[src/hw/irc_pkg.sv]
// Constants for the remote carrier timer and port control block
package irc_pkg;
    // ----------------------------------------------------------------
    // Register offsets
    // ----------------------------------------------------------------
    localparam logic [3:0] KEY_PORT_OFS  = 4'h1;
    localparam logic [3:0] TCC_OFS       = 4'h3;
    localparam logic [3:0] PMC_OFS       = 4'h4;
    localparam logic [3:0] TLOAD_LO_OFS  = 4'h5;
    localparam logic [3:0] TLOAD_HI_OFS  = 4'h6;
    // ----------------------------------------------------------------
    // Reset values and writable masks
    // ----------------------------------------------------------------
    localparam logic [7:0] TCC_RESET     = 8'h03;
    localparam logic [7:0] PMC_RESET     = 8'h26;
    localparam logic [7:0] TCC_MASK      = 8'h3f;
    localparam logic [7:0] PMC_MASK      = 8'h37;
    // ----------------------------------------------------------------
    // Field positions
    // ----------------------------------------------------------------
    localparam int CAR_SEL_LO            = 0;
    localparam int CAR_DIS_BIT           = 2;
    localparam int HALVE_BIT             = 3;
    localparam int PTR_LO_BIT            = 4;
    localparam int SENSE_MODE_BIT        = 0;
    localparam int SCAN_MODE_BIT         = 1;
    localparam int IND_MODE_BIT          = 2;
    localparam int SENSE_PD_BIT          = 4;
    localparam int KEY_PD_BIT            = 5;
    localparam int KP_SENSE_BIT          = 2;
    localparam int KP_IND_BIT            = 3;
    localparam int KP_KEY_LO             = 4;
    localparam int TSTAT_RUN_BIT         = 7;
    localparam int TSTAT_OE_BIT          = 1;
    // ----------------------------------------------------------------
    // Timing: TIMER_HALF and the carrier periods counted in half periods of fx
    // ----------------------------------------------------------------
    localparam int CLK_MHZ               = 125;
    localparam int CLK_PERIOD_NS         = 8;
    localparam int TIMER_FX_CYCLES       = 8;
    localparam logic [5:0] TIMER_HALF    = 6'(2 * TIMER_FX_CYCLES);
    localparam logic [5:0] CAR_P_FX      = 6'h02;
    localparam logic [5:0] CAR_H_FX      = 6'h01;
    localparam logic [5:0] CAR_P_DIV8    = 6'h10;
    localparam logic [5:0] CAR_H_DIV8    = 6'h08;
    localparam logic [5:0] CAR_P_DIV12   = 6'h18;
    localparam logic [5:0] CAR_H_DIV12   = 6'h0c;
    localparam logic [5:0] CAR_H_THIRD   = 6'h08;
    // ----------------------------------------------------------------
    // Timer states
    // ----------------------------------------------------------------
    typedef enum logic [1:0] {
        TS_IDLE = 2'b01,
        TS_RUN  = 2'b10
    } irc_tstate_e;
endpackage

[src/hw/irc_timer_port.sv]
// Remote carrier timer, port mode control and key/sense input port
//
// The implementer's own choices: the strobed register port and the register offsets.
`timescale 1ns/1ns
// Function
// - Port bit 2 reads sense pin in input mode, 1 in off mode.
// - Port bit 3 reads indicator pin level in any mode.
// - Port bits 7:4 read key pins; bits 1:0 read 1.
// - Mode bit 0 selects sense input or off; reset is off.
// - Bit 4 enables sense/indicator pull-downs in input mode only.
// - Bit 5 enables all four key-input pull-downs.
// - Pins in output or off mode lose their pull-downs.
// - Bit 2 makes indicator pin input or output; reset drives high.
// - Bit 1 sets the eight key-scan pins input or output.
// - Control bits 1:0 choose carrier frequency and duty.
// - Control bit 2 suppresses carrier, giving plain high.
// - Control bit 3 halves timer clock and every carrier.
// - Control bits 5:4 give pointer bits eight and nine.
// - Timer has 9-bit down counter, output flag, zero detect.
// - Loading a nonzero count starts the timer.
// - Count drops each period, stops at zero, end held.
// - A halt waiting on the timer is released at zero.
// - Interval is loaded count plus one periods.
// - With flag set, indicator low and remote outputs carrier (plain high with bit 2) while counting.
// - Carrier stopping mid-high finishes its high phase first.
// - First carrier high phase after start may be short.
// - Rewriting the flag on back-to-back writes gives short pulses.
module irc_timer_port #(
    parameter int FX_HALF_DIV = 1
) (
    input  wire logic       sys_clk_in,
    input  wire logic       resetn_in,
    input  wire logic [3:0] addr_in,
    input  wire logic [7:0] wdata_in,
    input  wire logic       wr_in,
    input  wire logic       rd_in,
    output logic      [7:0] rdata_out,
    input  wire logic [3:0] key_input_pins_in,
    input  wire logic       sense_input_pin_in,
    output logic            sense_input_en_out,
    output logic            sense_pd_out,
    output logic            key_input_pd_out,
    input  wire logic       indicator_sense_pin_in,
    output logic            indicator_sense_pin_out,
    output logic            indicator_sense_pin_oe_out,
    output logic            indicator_pd_out,
    output logic      [7:0] key_scan_oe_out,
    output logic            key_scan_pd_out,
    output logic            remote_output_pin_out,
    output logic      [1:0] pointer_high_out,
    input  wire logic       halt_timer_wait_in,
    output logic            halt_release_out,
    output logic            timer_end_out
);

    // ------------------------------------------------------------
    // Registers and state
    // ------------------------------------------------------------
    logic [7:0]  tcc_reg;
    logic [7:0]  pmc_reg;
    logic [7:0]  tload_lo_reg;
    logic [8:0]  cnt_reg;
    logic        oe_flag_reg;
    irc_pkg::irc_tstate_e tstate_reg;
    logic        key_s1_reg [4];
    logic [3:0]  key_s2_reg;
    logic        sense_s1_reg;
    logic        sense_s2_reg;
    logic        ind_s1_reg;
    logic        ind_s2_reg;
    logic [7:0]  rdata_reg;
    logic        rem_out_reg;
    logic        rem_active_reg;
    logic        ind_out_reg;
    logic        release_reg;
    logic [15:0] half_div_reg;
    logic [5:0]  tpre_reg;
    logic [5:0]  car_cnt_reg;

    logic        half_tick;
    logic        timer_tick;
    logic        load_cmd;
    logic        halve;
    logic        car_dis;
    logic        carrier_hi;
    logic [5:0]  car_period;
    logic [5:0]  car_high;
    logic [5:0]  tpre_last;
    logic        running;
    logic [7:0]  key_port;

    assign halve     = tcc_reg[irc_pkg::HALVE_BIT];
    assign car_dis   = tcc_reg[irc_pkg::CAR_DIS_BIT];
    assign running   = (tstate_reg == irc_pkg::TS_RUN);
    assign load_cmd  = wr_in && (addr_in == irc_pkg::TLOAD_HI_OFS);

    // ------------------------------------------------------------
    // Pin synchronisers
    // ------------------------------------------------------------
    genvar gi;
    generate
        for (gi = 0; gi < 4; gi++) begin : g_key_sync
            always_ff @(posedge sys_clk_in) begin
                key_s1_reg[gi] <= key_input_pins_in[gi];
                key_s2_reg[gi] <= key_s1_reg[gi];
            end
        end
    endgenerate

    always_ff @(posedge sys_clk_in) begin
        sense_s1_reg <= sense_input_pin_in;
        sense_s2_reg <= sense_s1_reg;
        ind_s1_reg   <= indicator_sense_pin_in;
        ind_s2_reg   <= ind_s1_reg;
    end

    // ------------------------------------------------------------
    // Control registers
    // ------------------------------------------------------------
    always_ff @(posedge sys_clk_in) begin
        if (!resetn_in) begin
            tcc_reg <= irc_pkg::TCC_RESET;
        end else if (wr_in && addr_in == irc_pkg::TCC_OFS) begin
            tcc_reg <= wdata_in & irc_pkg::TCC_MASK;
        end
    end

    always_ff @(posedge sys_clk_in) begin
        if (!resetn_in) begin
            pmc_reg <= irc_pkg::PMC_RESET;
        end else if (wr_in && addr_in == irc_pkg::PMC_OFS) begin
            pmc_reg <= wdata_in & irc_pkg::PMC_MASK;
        end
    end

    always_ff @(posedge sys_clk_in) begin
        if (!resetn_in) begin
            tload_lo_reg <= 8'h00;
        end else if (wr_in && addr_in == irc_pkg::TLOAD_LO_OFS) begin
            tload_lo_reg <= wdata_in;
        end
    end

    // ------------------------------------------------------------
    // Port modes and pull-downs
    // ------------------------------------------------------------
    // Pull-downs only ever connect to pins that are listening
    assign sense_input_en_out = pmc_reg[irc_pkg::SENSE_MODE_BIT];
    assign sense_pd_out = pmc_reg[irc_pkg::SENSE_PD_BIT]
                        & pmc_reg[irc_pkg::SENSE_MODE_BIT];
    assign indicator_pd_out = pmc_reg[irc_pkg::SENSE_PD_BIT]
                            & ~pmc_reg[irc_pkg::IND_MODE_BIT];
    assign key_input_pd_out = pmc_reg[irc_pkg::KEY_PD_BIT];
    assign key_scan_oe_out  = {8{pmc_reg[irc_pkg::SCAN_MODE_BIT]}};
    assign key_scan_pd_out  = ~pmc_reg[irc_pkg::SCAN_MODE_BIT];
    assign indicator_sense_pin_oe_out = pmc_reg[irc_pkg::IND_MODE_BIT];
    assign pointer_high_out = tcc_reg[irc_pkg::PTR_LO_BIT +: 2];

    // ------------------------------------------------------------
    // Key/special input port and read data
    // ------------------------------------------------------------
    always_comb begin
        key_port = 8'h03;
        key_port[irc_pkg::KP_KEY_LO +: 4] = key_s2_reg;
        key_port[irc_pkg::KP_IND_BIT] = ind_s2_reg;
        key_port[irc_pkg::KP_SENSE_BIT] =
            pmc_reg[irc_pkg::SENSE_MODE_BIT] ? sense_s2_reg : 1'b1;
    end

    always_ff @(posedge sys_clk_in) begin
        if (!resetn_in) begin
            rdata_reg <= 8'h00;
        end else if (rd_in) begin
            case (addr_in)
                irc_pkg::KEY_PORT_OFS: rdata_reg <= key_port;
                irc_pkg::TCC_OFS:      rdata_reg <= tcc_reg;
                irc_pkg::PMC_OFS:      rdata_reg <= pmc_reg;
                irc_pkg::TLOAD_LO_OFS: rdata_reg <= cnt_reg[7:0];
                irc_pkg::TLOAD_HI_OFS: rdata_reg <=
                    {running, 5'h00, oe_flag_reg, cnt_reg[8]};
                default:               rdata_reg <= 8'h00;
            endcase
        end else begin
            rdata_reg <= 8'h00;
        end
    end

    assign rdata_out = rdata_reg;

    // ------------------------------------------------------------
    // Time base: half periods of fx
    // ------------------------------------------------------------
    assign half_tick = (half_div_reg == 16'(FX_HALF_DIV - 1));

    always_ff @(posedge sys_clk_in) begin
        if (!resetn_in || half_tick) begin
            half_div_reg <= 16'h0000;
        end else begin
            half_div_reg <= half_div_reg + 16'h0001;
        end
    end

    // Prescaler restarts on every load so the first period is whole
    assign tpre_last = halve ? 6'((irc_pkg::TIMER_HALF << 1) - 6'h01)
                             : 6'(irc_pkg::TIMER_HALF - 6'h01);
    assign timer_tick = half_tick && (tpre_reg >= tpre_last);

    always_ff @(posedge sys_clk_in) begin
        if (!resetn_in || load_cmd || timer_tick) begin
            tpre_reg <= 6'h00;
        end else if (half_tick) begin
            tpre_reg <= tpre_reg + 6'h01;
        end
    end

    // ------------------------------------------------------------
    // Down counter and timer state
    // ------------------------------------------------------------
    always_ff @(posedge sys_clk_in) begin
        if (!resetn_in) begin
            oe_flag_reg <= 1'b0;
        end else if (load_cmd) begin
            oe_flag_reg <= wdata_in[irc_pkg::TSTAT_OE_BIT];
        end
    end

    always_ff @(posedge sys_clk_in) begin
        if (!resetn_in) begin
            cnt_reg    <= 9'h000;
            tstate_reg <= irc_pkg::TS_IDLE;
        end else if (load_cmd) begin
            cnt_reg <= {wdata_in[0], tload_lo_reg};
            if ({wdata_in[0], tload_lo_reg} != 9'h000) begin
                tstate_reg <= irc_pkg::TS_RUN;
            end else begin
                tstate_reg <= irc_pkg::TS_IDLE;
            end
        end else begin
            case (tstate_reg)
                irc_pkg::TS_IDLE: tstate_reg <= irc_pkg::TS_IDLE;
                irc_pkg::TS_RUN: begin
                    // Zero is held for one more period: count + 1 in all
                    if (timer_tick && cnt_reg == 9'h000) begin
                        tstate_reg <= irc_pkg::TS_IDLE;
                    end else if (timer_tick) begin
                        cnt_reg <= cnt_reg - 9'h001;
                    end
                end
                default: begin
                    tstate_reg <= irc_pkg::TS_IDLE;
                end
            endcase
        end
    end

    assign timer_end_out = !running && (cnt_reg == 9'h000);

    always_ff @(posedge sys_clk_in) begin
        if (!resetn_in) begin
            release_reg <= 1'b0;
        end else begin
            release_reg <= halt_timer_wait_in && running && !load_cmd
                        && timer_tick && (cnt_reg == 9'h000);
        end
    end

    assign halt_release_out = release_reg;

    // ------------------------------------------------------------
    // Carrier generator
    // ------------------------------------------------------------
    // Free running, so the first high phase after a start may be cut
    always_comb begin
        case (tcc_reg[irc_pkg::CAR_SEL_LO +: 2])
            2'b00: begin
                car_period = irc_pkg::CAR_P_FX;
                car_high   = irc_pkg::CAR_H_FX;
            end
            2'b01: begin
                car_period = irc_pkg::CAR_P_DIV8;
                car_high   = irc_pkg::CAR_H_DIV8;
            end
            2'b10: begin
                car_period = irc_pkg::CAR_P_DIV12;
                car_high   = irc_pkg::CAR_H_DIV12;
            end
            default: begin
                car_period = irc_pkg::CAR_P_DIV12;
                car_high   = irc_pkg::CAR_H_THIRD;
            end
        endcase
        if (halve) begin
            car_period = car_period << 1;
            car_high   = car_high << 1;
        end
    end

    always_ff @(posedge sys_clk_in) begin
        if (!resetn_in) begin
            car_cnt_reg <= 6'h00;
        end else if (half_tick) begin
            if (car_cnt_reg >= car_period - 6'h01) begin
                car_cnt_reg <= 6'h00;
            end else begin
                car_cnt_reg <= car_cnt_reg + 6'h01;
            end
        end
    end

    assign carrier_hi = (car_cnt_reg < car_high);

    // ------------------------------------------------------------
    // Remote and indicator outputs
    // ------------------------------------------------------------
    always_ff @(posedge sys_clk_in) begin
        if (!resetn_in) begin
            rem_active_reg <= 1'b0;
        end else begin
            rem_active_reg <= running
                | (rem_active_reg & ~car_dis & carrier_hi);
        end
    end

    always_ff @(posedge sys_clk_in) begin
        if (!resetn_in) begin
            rem_out_reg <= 1'b0;
        end else begin
            // A plain high level stops with the timer; only a carrier gets a tail
            rem_out_reg <= oe_flag_reg & (running | (rem_active_reg & ~car_dis))
                & (car_dis | carrier_hi);
        end
    end

    always_ff @(posedge sys_clk_in) begin
        if (!resetn_in) begin
            ind_out_reg <= 1'b1;
        end else begin
            ind_out_reg <= ~(oe_flag_reg & running);
        end
    end

    assign remote_output_pin_out   = rem_out_reg;
    assign indicator_sense_pin_out = ind_out_reg;
endmodule

[config.mk]
export PLATFORM = sky130hd
export DESIGN_NAME = irc_timer_port
export DESIGN_NICKNAME = d
export VERILOG_FILES = /design/src/hw/irc_pkg.sv /design/src/hw/irc_timer_port.sv
export SDC_FILE = /design/constraint.sdc
export NUM_CORES = 1
export LEC_CHECK = 0
export BUFFER_PORTS_ARGS = -buffer_cell sky130_fd_sc_hd__clkbuf_2
export CORE_MARGIN = 3
export CORE_UTILIZATION = 50
export CTS_CLUSTER_SIZE = 8
export DETAILED_ROUTE_END_ITERATION = 7
export PLACE_DENSITY_LB_ADDON = 0.05
export SLEW_MARGIN = 20
export SYNTH_ARGS = -nofsm -noshare
export SYNTH_HDL_FRONTEND = slang
export SYNTH_SLANG_ARGS = --single-unit
[constraint.sdc]
create_clock -name sys_clk_in -period 2.46 [get_ports sys_clk_in]
set_input_delay 0.492 -clock sys_clk_in [delete_from_list [all_inputs] [get_ports sys_clk_in]]
set_output_delay 0.492 -clock sys_clk_in [all_outputs]
set_load 0.02 [all_outputs]
Word-level counts from Yosys, hierarchy flattened
Memories as Yosys holds them, arrays and structs flattened. A register that Yosys moved wholly into a read port is not among the register bits. Index checks and enable logic that the tools add are counted.

Register bits: 75. Bits in writable memories: 4. Bits of input ports: 23. Logic and storage cells: 92. Memories: 1.

Memory list: key_s1_reg (words 4, width 1, read ports 4, clocked after memory_dff 4, write ports 4, line irc_timer_port.sv:65) `logic key_s1_reg [4];`.

$add $sub $neg: 5. $lt $le $gt $ge: 3. Equality and inequality tests: 10. Mux-type cells: 16. Bitwise gates (word level): 14. Reduce and logical (&&, ||, !) cells: 25.

Operators with widths (count): 8-bit case mux with 5 select lines (1); 9-bit 2-to-1 mux (4); 6-bit 2-to-1 mux (3); 16-bit by 1-bit adder with 16-bit output, second input constant (1); 16-bit zero test (1); 6-bit by 1-bit adder with 6-bit output, second input constant (2); 4-bit by 3-bit == test with 1-bit output, second input constant (3); 1-bit logical AND (11); 5-bit case mux with 2 select lines (1); 9-bit zero test (1); 9-bit nonzero test (1); 9-bit by 1-bit subtractor with 9-bit output, second input constant (1); 2-bit 2-to-1 mux (4); 4-bit case mux with 2 select lines (1); 1-bit bitwise AND (7); 6-bit by 5-bit >= comparator with 1-bit output (1); 6-bit >= comparator (1); 6-bit less-than comparator (1); 6-bit by 1-bit subtractor with 6-bit output, second input constant (1); 5-bit 2-to-1 mux (1); 2-bit == test, second input constant (2); 4-bit by 1-bit == test with 1-bit output, second input constant (1); 4-bit by 2-bit == test with 1-bit output, second input constant (1); 1-bit NOT (4); other kinds (11) (18).

Depth between registers and ports, before layout
Gate-level depths: netlist (run 1).

Depth after elaboration: 7. Mapped depth: 11.

Worst setup path before layout (run 1)
OpenSTA, ideal clock, no wires.

Path kind: flip-flop to flip-flop. Start point: register tcc_reg[1]. End point: register car_cnt_reg[2]. Arrival: 1.984 ns. Required time: 2.396 ns. Path slack: 0.412 ns. Stages on the path, launching flop included: 12. Path buffers: 1. Clock period less this slack: 2.048 ns. Cells stage by stage: dfxtp_1 -> clkbuf_1 -> nor2_1 -> nand2_1 -> ha_1 -> inv_1 -> a21oi_1 -> a2bb2oi_1 -> ha_1 -> a211oi_1 -> a21oi_1 -> nor2_1.

Cells in the longest elaborated chain, start to end: 6. Elaborated cells on any way between the ends: 7. Those cells by class: add/sub (1); order compare (1); eq/ne (1); mux (3); reduce/logical (1).

Ends and longest elaborated chain: start: declaration (line irc_timer_port.sv:59) `logic [7:0] tcc_reg;`; start signal: assignment (line irc_timer_port.sv:122) `tcc_reg <= irc_pkg::TCC_RESET;`; start signal: assignment (line irc_timer_port.sv:124) `tcc_reg <= wdata_in & irc_pkg::TCC_MASK;`; 2-bit by 1-bit == test with 1-bit output / 2-bit zero test (equally long branches) (line irc_timer_port.sv:274) `case (tcc_reg[irc_pkg::CAR_SEL_LO +: 2])`; 5-bit case mux with 2 select lines * (line irc_timer_port.sv:274); 6-bit 2-to-1 mux * (line irc_timer_port.sv:292) `if (halve) begin`; 6-bit by 1-bit subtractor with 6-bit output * (line irc_timer_port.sv:302) `if (car_cnt_reg >= car_period - 6'h01) begin`; 6-bit >= comparator * (line irc_timer_port.sv:302); 6-bit 2-to-1 mux * (line irc_timer_port.sv:302); end signal: assignment (line irc_timer_port.sv:305) `car_cnt_reg <= car_cnt_reg + 6'h01;`; end: declaration (line irc_timer_port.sv:78) `logic [5:0] car_cnt_reg;`.

Every way passes the cells marked *; elsewhere a longest branch is shown, timed or not. A chain may end at the register's enable or synchronous reset.

Worst setup path in the final report (run 1)
Start point: register cnt_reg[0]. End point: output port timer_end_out.

Cells in the longest elaborated chain, start to end: 2.

Ends and longest elaborated chain: start: declaration (line irc_timer_port.sv:62) `logic [8:0] cnt_reg;`; start signal: assignment (line irc_timer_port.sv:232) `cnt_reg <= {wdata_in[0], tload_lo_reg};`; start signal: assignment (line irc_timer_port.sv:246) `cnt_reg <= cnt_reg - 9'h001;`; 9-bit zero test (line irc_timer_port.sv:256) `assign timer_end_out = !running && (cnt_reg == 9'h000);`; 1-bit logical AND (line irc_timer_port.sv:256); end: declaration (line irc_timer_port.sv:53) `output logic timer_end_out`.

Every way passes these cells.

==> results of run 1 <==
[worst reg2reg max path: stages (launching register included)]
cell and delay (ns):
dfxtp_1 0.53, nor2_1 0.15, nand2_1 0.11, ha_1 0.17, inv_1 0.04, a21oi_1 0.15, a2bb2oi_1 0.19, ha_1 0.26
a211oi_1 0.26, a21oi_1 0.18, nor2_1 0.12
[cells by family (layout without fill, tap and decap cells)]
kind of cell | after synthesis | count (layout)
adder cells (fa/ha/maj) | 16 | 16
flip-flops | 83 | 83
buffers and inverters | 46 | 95
multiplexers | 2 | 2
XOR/XNOR | 25 | 25
AND/OR/NAND/NOR | 192 | 192
AO/OA/AOI/OAI | 78 | 78
[cell usage after synthesis, types with 2 or more instances]
master	number
buf_2	2
xnor2_1	6
nor4_1	4
buf_6	4
or3_1	4
nand4_1	10
nand2_1	52
nand3_1	43
ha_1	16
and2_1	2
mux2i_1	2
nand2b_1	4
a221oi_1	2
a22oi_1	7
nor4b_1	2
and3_1	5
nor2_1	46
o311ai_0	2
a211oi_1	3
clkbuf_1	12
a21oi_1	29
inv_1	17
o21ai_0	16
nor2b_1	5
a21o_1	2
a31oi_1	3
nor3_1	8
a311oi_1	2
buf_4	11
xor2_1	19
dfxtp_1	83
[metrics by stage]
stage                     area [sq um]  setup WS [ns]  total power (W)  hold slack (ns)
after global routing              4262        0.05348         0.002753           0.2080
after floorplan                   3752         0.4115         0.001518           0.3096
final                             4262         0.2171         0.002634           0.2307
after detailed placement          4030         0.1923         0.001582           0.3144
after CTS                         4252      0.0007683         0.002667           0.2178
after global placement            4030         0.3430         0.001580           0.3112
[what timing repair did]
| action | CTS | global route |
|---|---|---|
| endpoints found under the setup margin | 0 | 3 |
| resized for setup | 0 | 2 |
| setup buffers | 0 | 0 |
[layout by cell type (no fill, tap or decap), types with 2 or more instances in the layout]
cell         n
nand2_1     52
and3_1       5
a22oi_1      7
o311ai_0     2
a311oi_1     2
nand3_1     43
nor3_1       8
a21o_1       2
clkbuf_8     9
inv_1       17
nor4_1       4
clkinvlp_4   2
inv_6        2
nand2b_1     4
bufinv_16    2
xnor2_1      6
a21oi_1     28
buf_4       12
a221oi_1     2
xor2_1      19
a31oi_1      3
and2_1       2
nor2b_1      5
nor2_1      46
nand4_1     10
clkbuf_2    50
or3_1        4
ha_1        16
o21ai_0     16
a211oi_1     3
mux2i_1      2
dfxtp_1     83
[worst paths after layout]
check,endpoint,cells past startpoint,slack (ns)
max,timer_end_out,6,0.22
min,sense_s1_reg,1,0.23
max reg2reg,car_cnt_reg[4],10,0.23
min reg2reg,sense_s2_reg,0,0.33
[metal layers]
| layer | GRT usage | wire [um] |
|---|---|---|
| met1 | 0.2888 | 4102 |
| met2 | 0.3136 | 3880 |
| met3 | 0.04305 | 395 |
| met4 | 0.06716 | 106 |
| met5 | 0 | 0 |
[layout make-up]
class | instances | area [sq um]
Clock buffer | 9 | 123.9
Clock inverter | 7 | 97.59
Sequential cell | 83 | 1662
Tap cell | 96 | 120.1
Timing Repair Buffer | 62 | 340.3
Inverter | 17 | 63.81
Multi-Input combinational cell | 313 | 1854
Fill cell | 652 | 2758
[power groups by stage]
stage | Combinational (W) | Sequential [W] | Clock [W]
floorplan | 0.000100 | 0.00142 | 0
global placement | 0.000156 | 0.00142 | 0
detailed placement | 0.000158 | 0.00142 | 0
CTS | 0.000159 | 0.00139 | 0.00112
global route | 0.000176 | 0.00140 | 0.00118
finish | 0.000159 | 0.00139 | 0.00108
==> reports/qor.csv, run 1 <==
stage;metric;value;unit
global_route;first-pass GRT wire length;14.15;mm
cells_and_area;Synth-to-Final Area Change;13.57;%
timing;post-layout minimum cycle time;2.243;ns
global_route;total gr overflow;0;
floorplanning;vertical extent of the die;92.63;um
yosys;share of the synthesized area in the top cell type;0.4428;
worst_setup_path;CP Cell Sequence;inv_1 > ha_1 > nor4b_2 > nand3_1 > nor2_1 > clkbuf_2;
power;part of the total power dissipated in the clock network;0.411;
yosys;net count after synthesis;481;
cells_and_area;number of cells in the finished layout apart from fillers;587;
worst_hold_path;class of the most critical hold timing path;in2reg;
yosys;main combinational cell family by area after synthesis;simple AND/OR/NAND/NOR gates;
worst_setup_path;Worst Setup End Kind;primary output;
power;net switching power of the design;0.0006266;W
power;cell-internal power;0.002008;W
cells_and_area;number of flip-flops under the largest register name;16;
yosys;number of flops mapped to enable cells by yosys;0;
worst_setup_path;buffer and inverter count on the worst path;2;
drt;vias per std cell;5.467;
drt;TritonRoute pass-1 iters;4;
drt;Antenna Nets Post-Route;0;
cts;TritonCTS clock tree;built;
timing;Setup TNS;0;ns
yosys;Top FF cell, synth;dfxtp_1;
power;Max IR drop VDD;0.3365;mV
global_route;number of global-route vias before repair;2880;
floorplanning;initial core utilization;0.5346;
timing;Worst-Margin Slew;0.7375;ns
drt;overall via count from detail_route;3209;
floorplanning;core area;7019;sq um
yosys;number of warning messages in the yosys log;0;
worst_setup_path;slowest stage cell, crit path;dfxtp_1;
cts;H-Tree Depth;3;
yosys;number of different library cells in the post-synthesis netlist;50;
global_route;global routing usage summed across all routing layers;0.2051;
place;port bufs;50;
timing;unrepaired setup endpoints after global routing;false;
worst_hold_path;Worst Hold Launch;sense_input_pin_in;
place;final estimated routing congestion in global placement;0.9255;
yosys;main area contributors after synthesis;dfxtp_1 44%, nand3_1 5.7%, ha_1 5.3%;
worst_setup_path;highest net fanout along the worst path;3;
yosys;simple-gate area share of the yosys netlist;0.2421;
power;PwrDens;618.1;nW/um^2
status;outcome;finished, final reports clean;
cts;number of clock sinks;83;
global_route;number of antenna violations at the first check in global routing;0;
global_route;pin count of the biggest net entering global routing;23;
worst_setup_path;start-to-end type of the worst setup path;reg2out;
worst_setup_path;required time at the worst-slack endpoint;1.97;ns
cells_and_area;n_diodes;0;
yosys;library cell with the largest summed area after synthesis;dfxtp_1;
yosys;combined area of all synthesized cells;3752;sq um
cells_and_area;share of post-route cells with drive strength above 1;0.1670;
power;sequential power share;0.529;
yosys;XOR/XNOR share of the synthesized area;0.05835;
yosys;compound-gate portion of the synthesized area;0.1324;
floorplanning;number of ports placed on the die boundary;51;
cts;CTS Hold Buffers Added;0;
cts;Clk Latency, worst-skew pair;0.35;ns
power;static leakage;1.729;nW
timing;maximum clock frequency;445.9;MHz
drt;final WL;8.485;mm
place;number of instances in the placed design;571;
timing;Rel. slew slack;0.5050;
cts;clock root buffer master;clkbuf_8;
yosys;syn avg cell area;8.489;sq um
worst_setup_path;highest cell delay on the worst timing path;0.33;ns
cts;number of clock buffers inserted by TritonCTS;9;
worst_setup_path;start of the worst register-to-register path;tcc_reg[1];
drt;starting DRC count in detailed routing;160;
worst_setup_path;beginning of the critical path;cnt_reg[0];
timing;share of the cycle needed by the critical path after routing;0.9118;
flow_run;number of max-cap violations;0;
drt;average wire per standard cell;14.45;um
power;switch share;0.2379;
power;Comb pwr share;0.060;
floorplanning;Chip Width;92.63;um
floorplanning;die area;8580;sq um
timing;number of max-slew violations in the final report;0;
drt;DRC violations left;0;
cts;clock slew at the register clock pins of the worst setup and hold paths;0.09;ns
timing;final number of setup-violating endpoints;0;
yosys;share of synthesized area spent on multiplexers;0.005335;
yosys;asr flop ratio synth;0;
cts;maximum buffer depth of the clock tree;2;
yosys;share of synthesized area occupied by flip-flops and latches;0.4428;
worst_setup_path;endpoint arrival time on the critical path;1.75;ns
yosys;synthesized instance count;442;
yosys;post-synthesis share of cell area spent on full adders, half adders and majority gates;0.05335;
worst_setup_path;category of the worst setup path launch point;register;
timing;clock tree skew after final layout;0.008728;ns
cells_and_area;post-layout util;0.6071;
worst_setup_path;crit-path leading delay family;simple AND/OR/NAND/NOR gates;
place;final HPWL from detailed placement;6.293;mm
yosys;FF+latch count, synth;83;
floorplanning;floorplan row count;30;
cells_and_area;NumNets Final;525;
timing;Hold Violations, Final;0;
(Power assumes the default switching activity.)
==> run 2: changes to the inputs <==
--- a/config.mk
+++ b/config.mk
@@ -6,7 +6,6 @@
 export NUM_CORES = 1
 export LEC_CHECK = 0
 export BUFFER_PORTS_ARGS = -buffer_cell sky130_fd_sc_hd__clkbuf_2
-export CORE_MARGIN = 3
 export CORE_UTILIZATION = 50
 export CTS_CLUSTER_SIZE = 8
 export DETAILED_ROUTE_END_ITERATION = 7
==> constraint.sdc (replaced) <==
create_clock -name sys_clk_in -period 2.46 [get_ports sys_clk_in]
set_input_delay 0.492 -clock sys_clk_in [delete_from_list [all_inputs] [get_ports sys_clk_in]]
set_output_delay 0.492 -clock sys_clk_in [all_outputs]
set_load 0.05 [all_outputs]
==> run 2 against run 1 <==
  * Largest cell class unchanged
  * Non-clock buffer count up 3
  * Cell count increased by 1.0%
  * Power is 1.7% lower
  * Design area increased by 0.26%
  * Maximum frequency fell by 2.8%
  * Clock-buffer cell count is 1 higher
  * Die area is 8.5% lower
  * Sequential power is essentially flat
  * Critical endpoint unchanged
==> reports/qor.csv, run 2 (same netlist as run 1, synthesis figures left out) <==
stage;metric;value;unit;change
worst_setup_path;slowest stage cell, crit path;dfxtp_1;;unchanged
timing;number of max-slew violations in the final report;0;;unchanged
drt;vias per std cell;5.449;;was 5.467
power;sequential power share;0.538;;was 0.529
timing;share of the cycle needed by the critical path after routing;0.9378;;was 0.9118
worst_setup_path;CP Cell Sequence;inv_1 > ha_1 > nor4b_2 > nand3_1 > nor2_1 > buf_2;;was inv_1 > ha_1 > nor4b_2 > nand3_1 > nor2_1 > clkbuf_2
power;PwrDens;606.0;nW/um^2;was 618.1 nW/um^2
cts;number of clock buffers inserted by TritonCTS;9;;unchanged
cts;TritonCTS clock tree;built;;unchanged
cts;number of clock sinks;83;;unchanged
worst_setup_path;buffer and inverter count on the worst path;2;;unchanged
cells_and_area;area of the multi-input gates;1851;sq um;was 1854 sq um
cts;clock root buffer master;clkbuf_8;;unchanged
drt;starting DRC count in detailed routing;235;;was 160
timing;final number of setup-violating endpoints;0;;unchanged
cells_and_area;register cell area after layout;1663;sq um;was 1662 sq um
global_route;number of antenna violations at the first check in global routing;0;;unchanged
power;Comb pwr share;0.069;;was 0.060
cts;number of gates resized after CTS;1;;was 0
floorplanning;initial core utilization;0.5173;;was 0.5346
floorplanning;core area;7253;sq um;was 7019 sq um
drt;DRC violations left;0;;unchanged
global_route;pin count of the biggest net entering global routing;23;;unchanged
worst_setup_path;crit-path leading delay family;simple AND/OR/NAND/NOR gates;;unchanged
worst_setup_path;worst-case reg-to-reg path depth;7;;was 10
global_route;total gr overflow;0;;unchanged
drt;TritonRoute pass-1 iters;4;;unchanged
cts;number of buffers added for setup after CTS;0;;unchanged
floorplanning;floorplan row count;31;;was 30
worst_setup_path;required time at the worst-slack endpoint;1.97;ns;about the same
power;cell-internal power;0.001939;W;was 0.002008 W
place;final HPWL from detailed placement;6.239;mm;was 6.293 mm
place;final estimated routing congestion in global placement;0.8290;;was 0.9255
drt;overall via count from detail_route;3231;;was 3,209
timing;clock tree skew after final layout;0.007362;ns;was 0.008728 ns
drt;Antenna Nets Post-Route;0;;unchanged
floorplanning;vertical extent of the die;88.63;um;was 92.63 um
cells_and_area;number of flip-flops under the largest register name;16;;unchanged
cts;CTS Hold Buffers Added;0;;unchanged
cells_and_area;most common library cell in the layout ignoring fill and taps;dfxtp_1;;unchanged
cells_and_area;commonest cells after routing, fill and taps aside;82 x dfxtp_1, 52 x nand2_1, 49 x clkbuf_2;;was 83 x dfxtp_1, 52 x nand2_1, 50 x clkbuf_2
floorplanning;die area;7855;sq um;was 8580 sq um
timing;Worst-Margin Slew;0.7042;ns;was 0.7375 ns
global_route;global routing usage summed across all routing layers;0.2360;;was 0.2051
power;total power consumption of the routed design;0.002589;W;was 0.002634 W
cts;clock slew at the register clock pins of the worst setup and hold paths;0.09;ns;about the same
cells_and_area;share of post-route cells with drive strength above 1;0.1721;;was 0.1670
timing;unrepaired setup endpoints after global routing;false;;unchanged
worst_setup_path;category of the worst setup path launch point;register;;unchanged
worst_setup_path;highest cell delay on the worst timing path;0.33;ns;about the same
cts;Clk Latency, worst-skew pair;0.35;ns;about the same
cells_and_area;n_diodes;0;;unchanged
worst_setup_path;number of logic stages on the critical path including buffering;6;;unchanged
flow_run;number of max-cap violations;0;;unchanged
power;net switching power of the design;0.0006505;W;was 0.0006266 W
power;Max IR drop VDD;0.4429;mV;was 0.3365 mV
power;part of the total power dissipated in the clock network;0.393;;was 0.411
drt;final WL;8.579;mm;was 8.485 mm
power;static leakage;1.735;nW;was 1.729 nW
floorplanning;number of ports placed on the die boundary;51;;unchanged
timing;Setup TNS;0;ns;unchanged
worst_hold_path;class of the most critical hold timing path;in2reg;;unchanged
floorplanning;Chip Width;88.63;um;was 92.63 um
worst_hold_path;worst hold stages;1;;unchanged
status;outcome;finished, final reports clean;;unchanged
timing;post-layout minimum cycle time;2.307;ns;was 2.243 ns
worst_setup_path;start-to-end type of the worst setup path;reg2out;;unchanged
timing;maximum clock frequency;433.5;MHz;was 445.9 MHz
timing;Rel. slew slack;0.5270;;was 0.5050
cts;H-Tree Depth;3;;unchanged
cells_and_area;Synth-to-Final Area Change;13.87;%;was 13.57%
cells_and_area;NumNets Final;528;;was 525
worst_setup_path;Worst Setup End Kind;primary output;;unchanged
drt;average wire per standard cell;14.47;um;was 14.45 um
cells_and_area;number of cells in the finished layout apart from fillers;593;;was 587
power;switch share;0.2512;;was 0.2379
cells_and_area;# fillers;686;;was 652
timing;Hold Violations, Final;0;;unchanged
place;number of instances in the placed design;577;;was 571
cts;maximum buffer depth of the clock tree;2;;unchanged
global_route;number of global-route vias before repair;2915;;was 2,880
place;port bufs;50;;unchanged
worst_setup_path;endpoint arrival time on the critical path;1.81;ns;was 1.75 ns
global_route;first-pass GRT wire length;14.12;mm;was 14.15 mm
worst_setup_path;highest net fanout along the worst path;3;;unchanged
## run 2: cell count changes in the layout (fill, tap and decap cells not counted), sizes merged
cell,change
buf,+4
bufinv,-1
## run 2: path summary, 6_finish.rpt
check	start	to	slack, ns
worst min-delay path	key_input_pins_in[3]	key_s1_reg[3]	0.24
worst max-delay path	cnt_reg[0]	timer_end_out	0.15
worst min register to register	key_s1_reg[1]	key_port[5]	0.33
worst max register to register	tcc_reg[3]	cnt_reg[5]	0.21
## run 2: stage by stage
| stage | hold WS [ns] | area [sq um] | worst slack (ns) | util |
|---|---|---|---|---|
| global route | 0.2091 | 4273 | 0.001575 | 0.5891 |
| floorplan | 0.3096 | 3752 | 0.1344 | - |
| detailed placement | 0.3128 | 4056 | 0.2230 | 0.5593 |
| CTS | 0.2205 | 4272 | 0.1287 | 0.5889 |
| finish | 0.2354 | 4273 | 0.1531 | 0.5891 |
| global placement | 0.3110 | 4056 | 0.3250 | 0.5593 |
## run 2: cell type report
cell class | count | area share
multi-input combinational | 313 | 0.4331
sequential | 83 | 0.3892
timing repair buffer | 65 | 0.08492
clock buffer | 10 | 0.03221
tap | 99 | 0.02899
clock inverter | 6 | 0.01669
inverter | 17 | 0.01493
## run 2: worst reg2reg max path: stages (launching register included)
cell and delay [ns]:
dfxtp_1 0.47, inv_1 0.16, ha_1 0.31, nand4_1 0.11
a21oi_1 0.29, nand3_2 0.26, or3_1 0.41, a31oi_1 0.17
## run 2: metal layers
| layer | wire, um | global-route usage |
|---|---|---|
| met5 | 0 | 0 |
| met4 | 102 | 0.06012 |
| met3 | 423 | 0.05504 |
| met1 | 4160 | 0.3206 |
| met2 | 3893 | 0.3790 |
## run 2: power by group through the flow
| stage | Combinational, W | Clock [W] | Sequential, W |
|---|---|---|---|
| finish | 0.000179 | 0.00102 | 0.00139 |
| global route | 0.000195 | 0.00110 | 0.00140 |
| CTS | 0.000178 | 0.00104 | 0.00139 |
| detailed placement | 0.000177 | 0 | 0.00142 |
| global placement | 0.000175 | 0 | 0.00142 |
| floorplan | 0.000113 | 0 | 0.00142 |
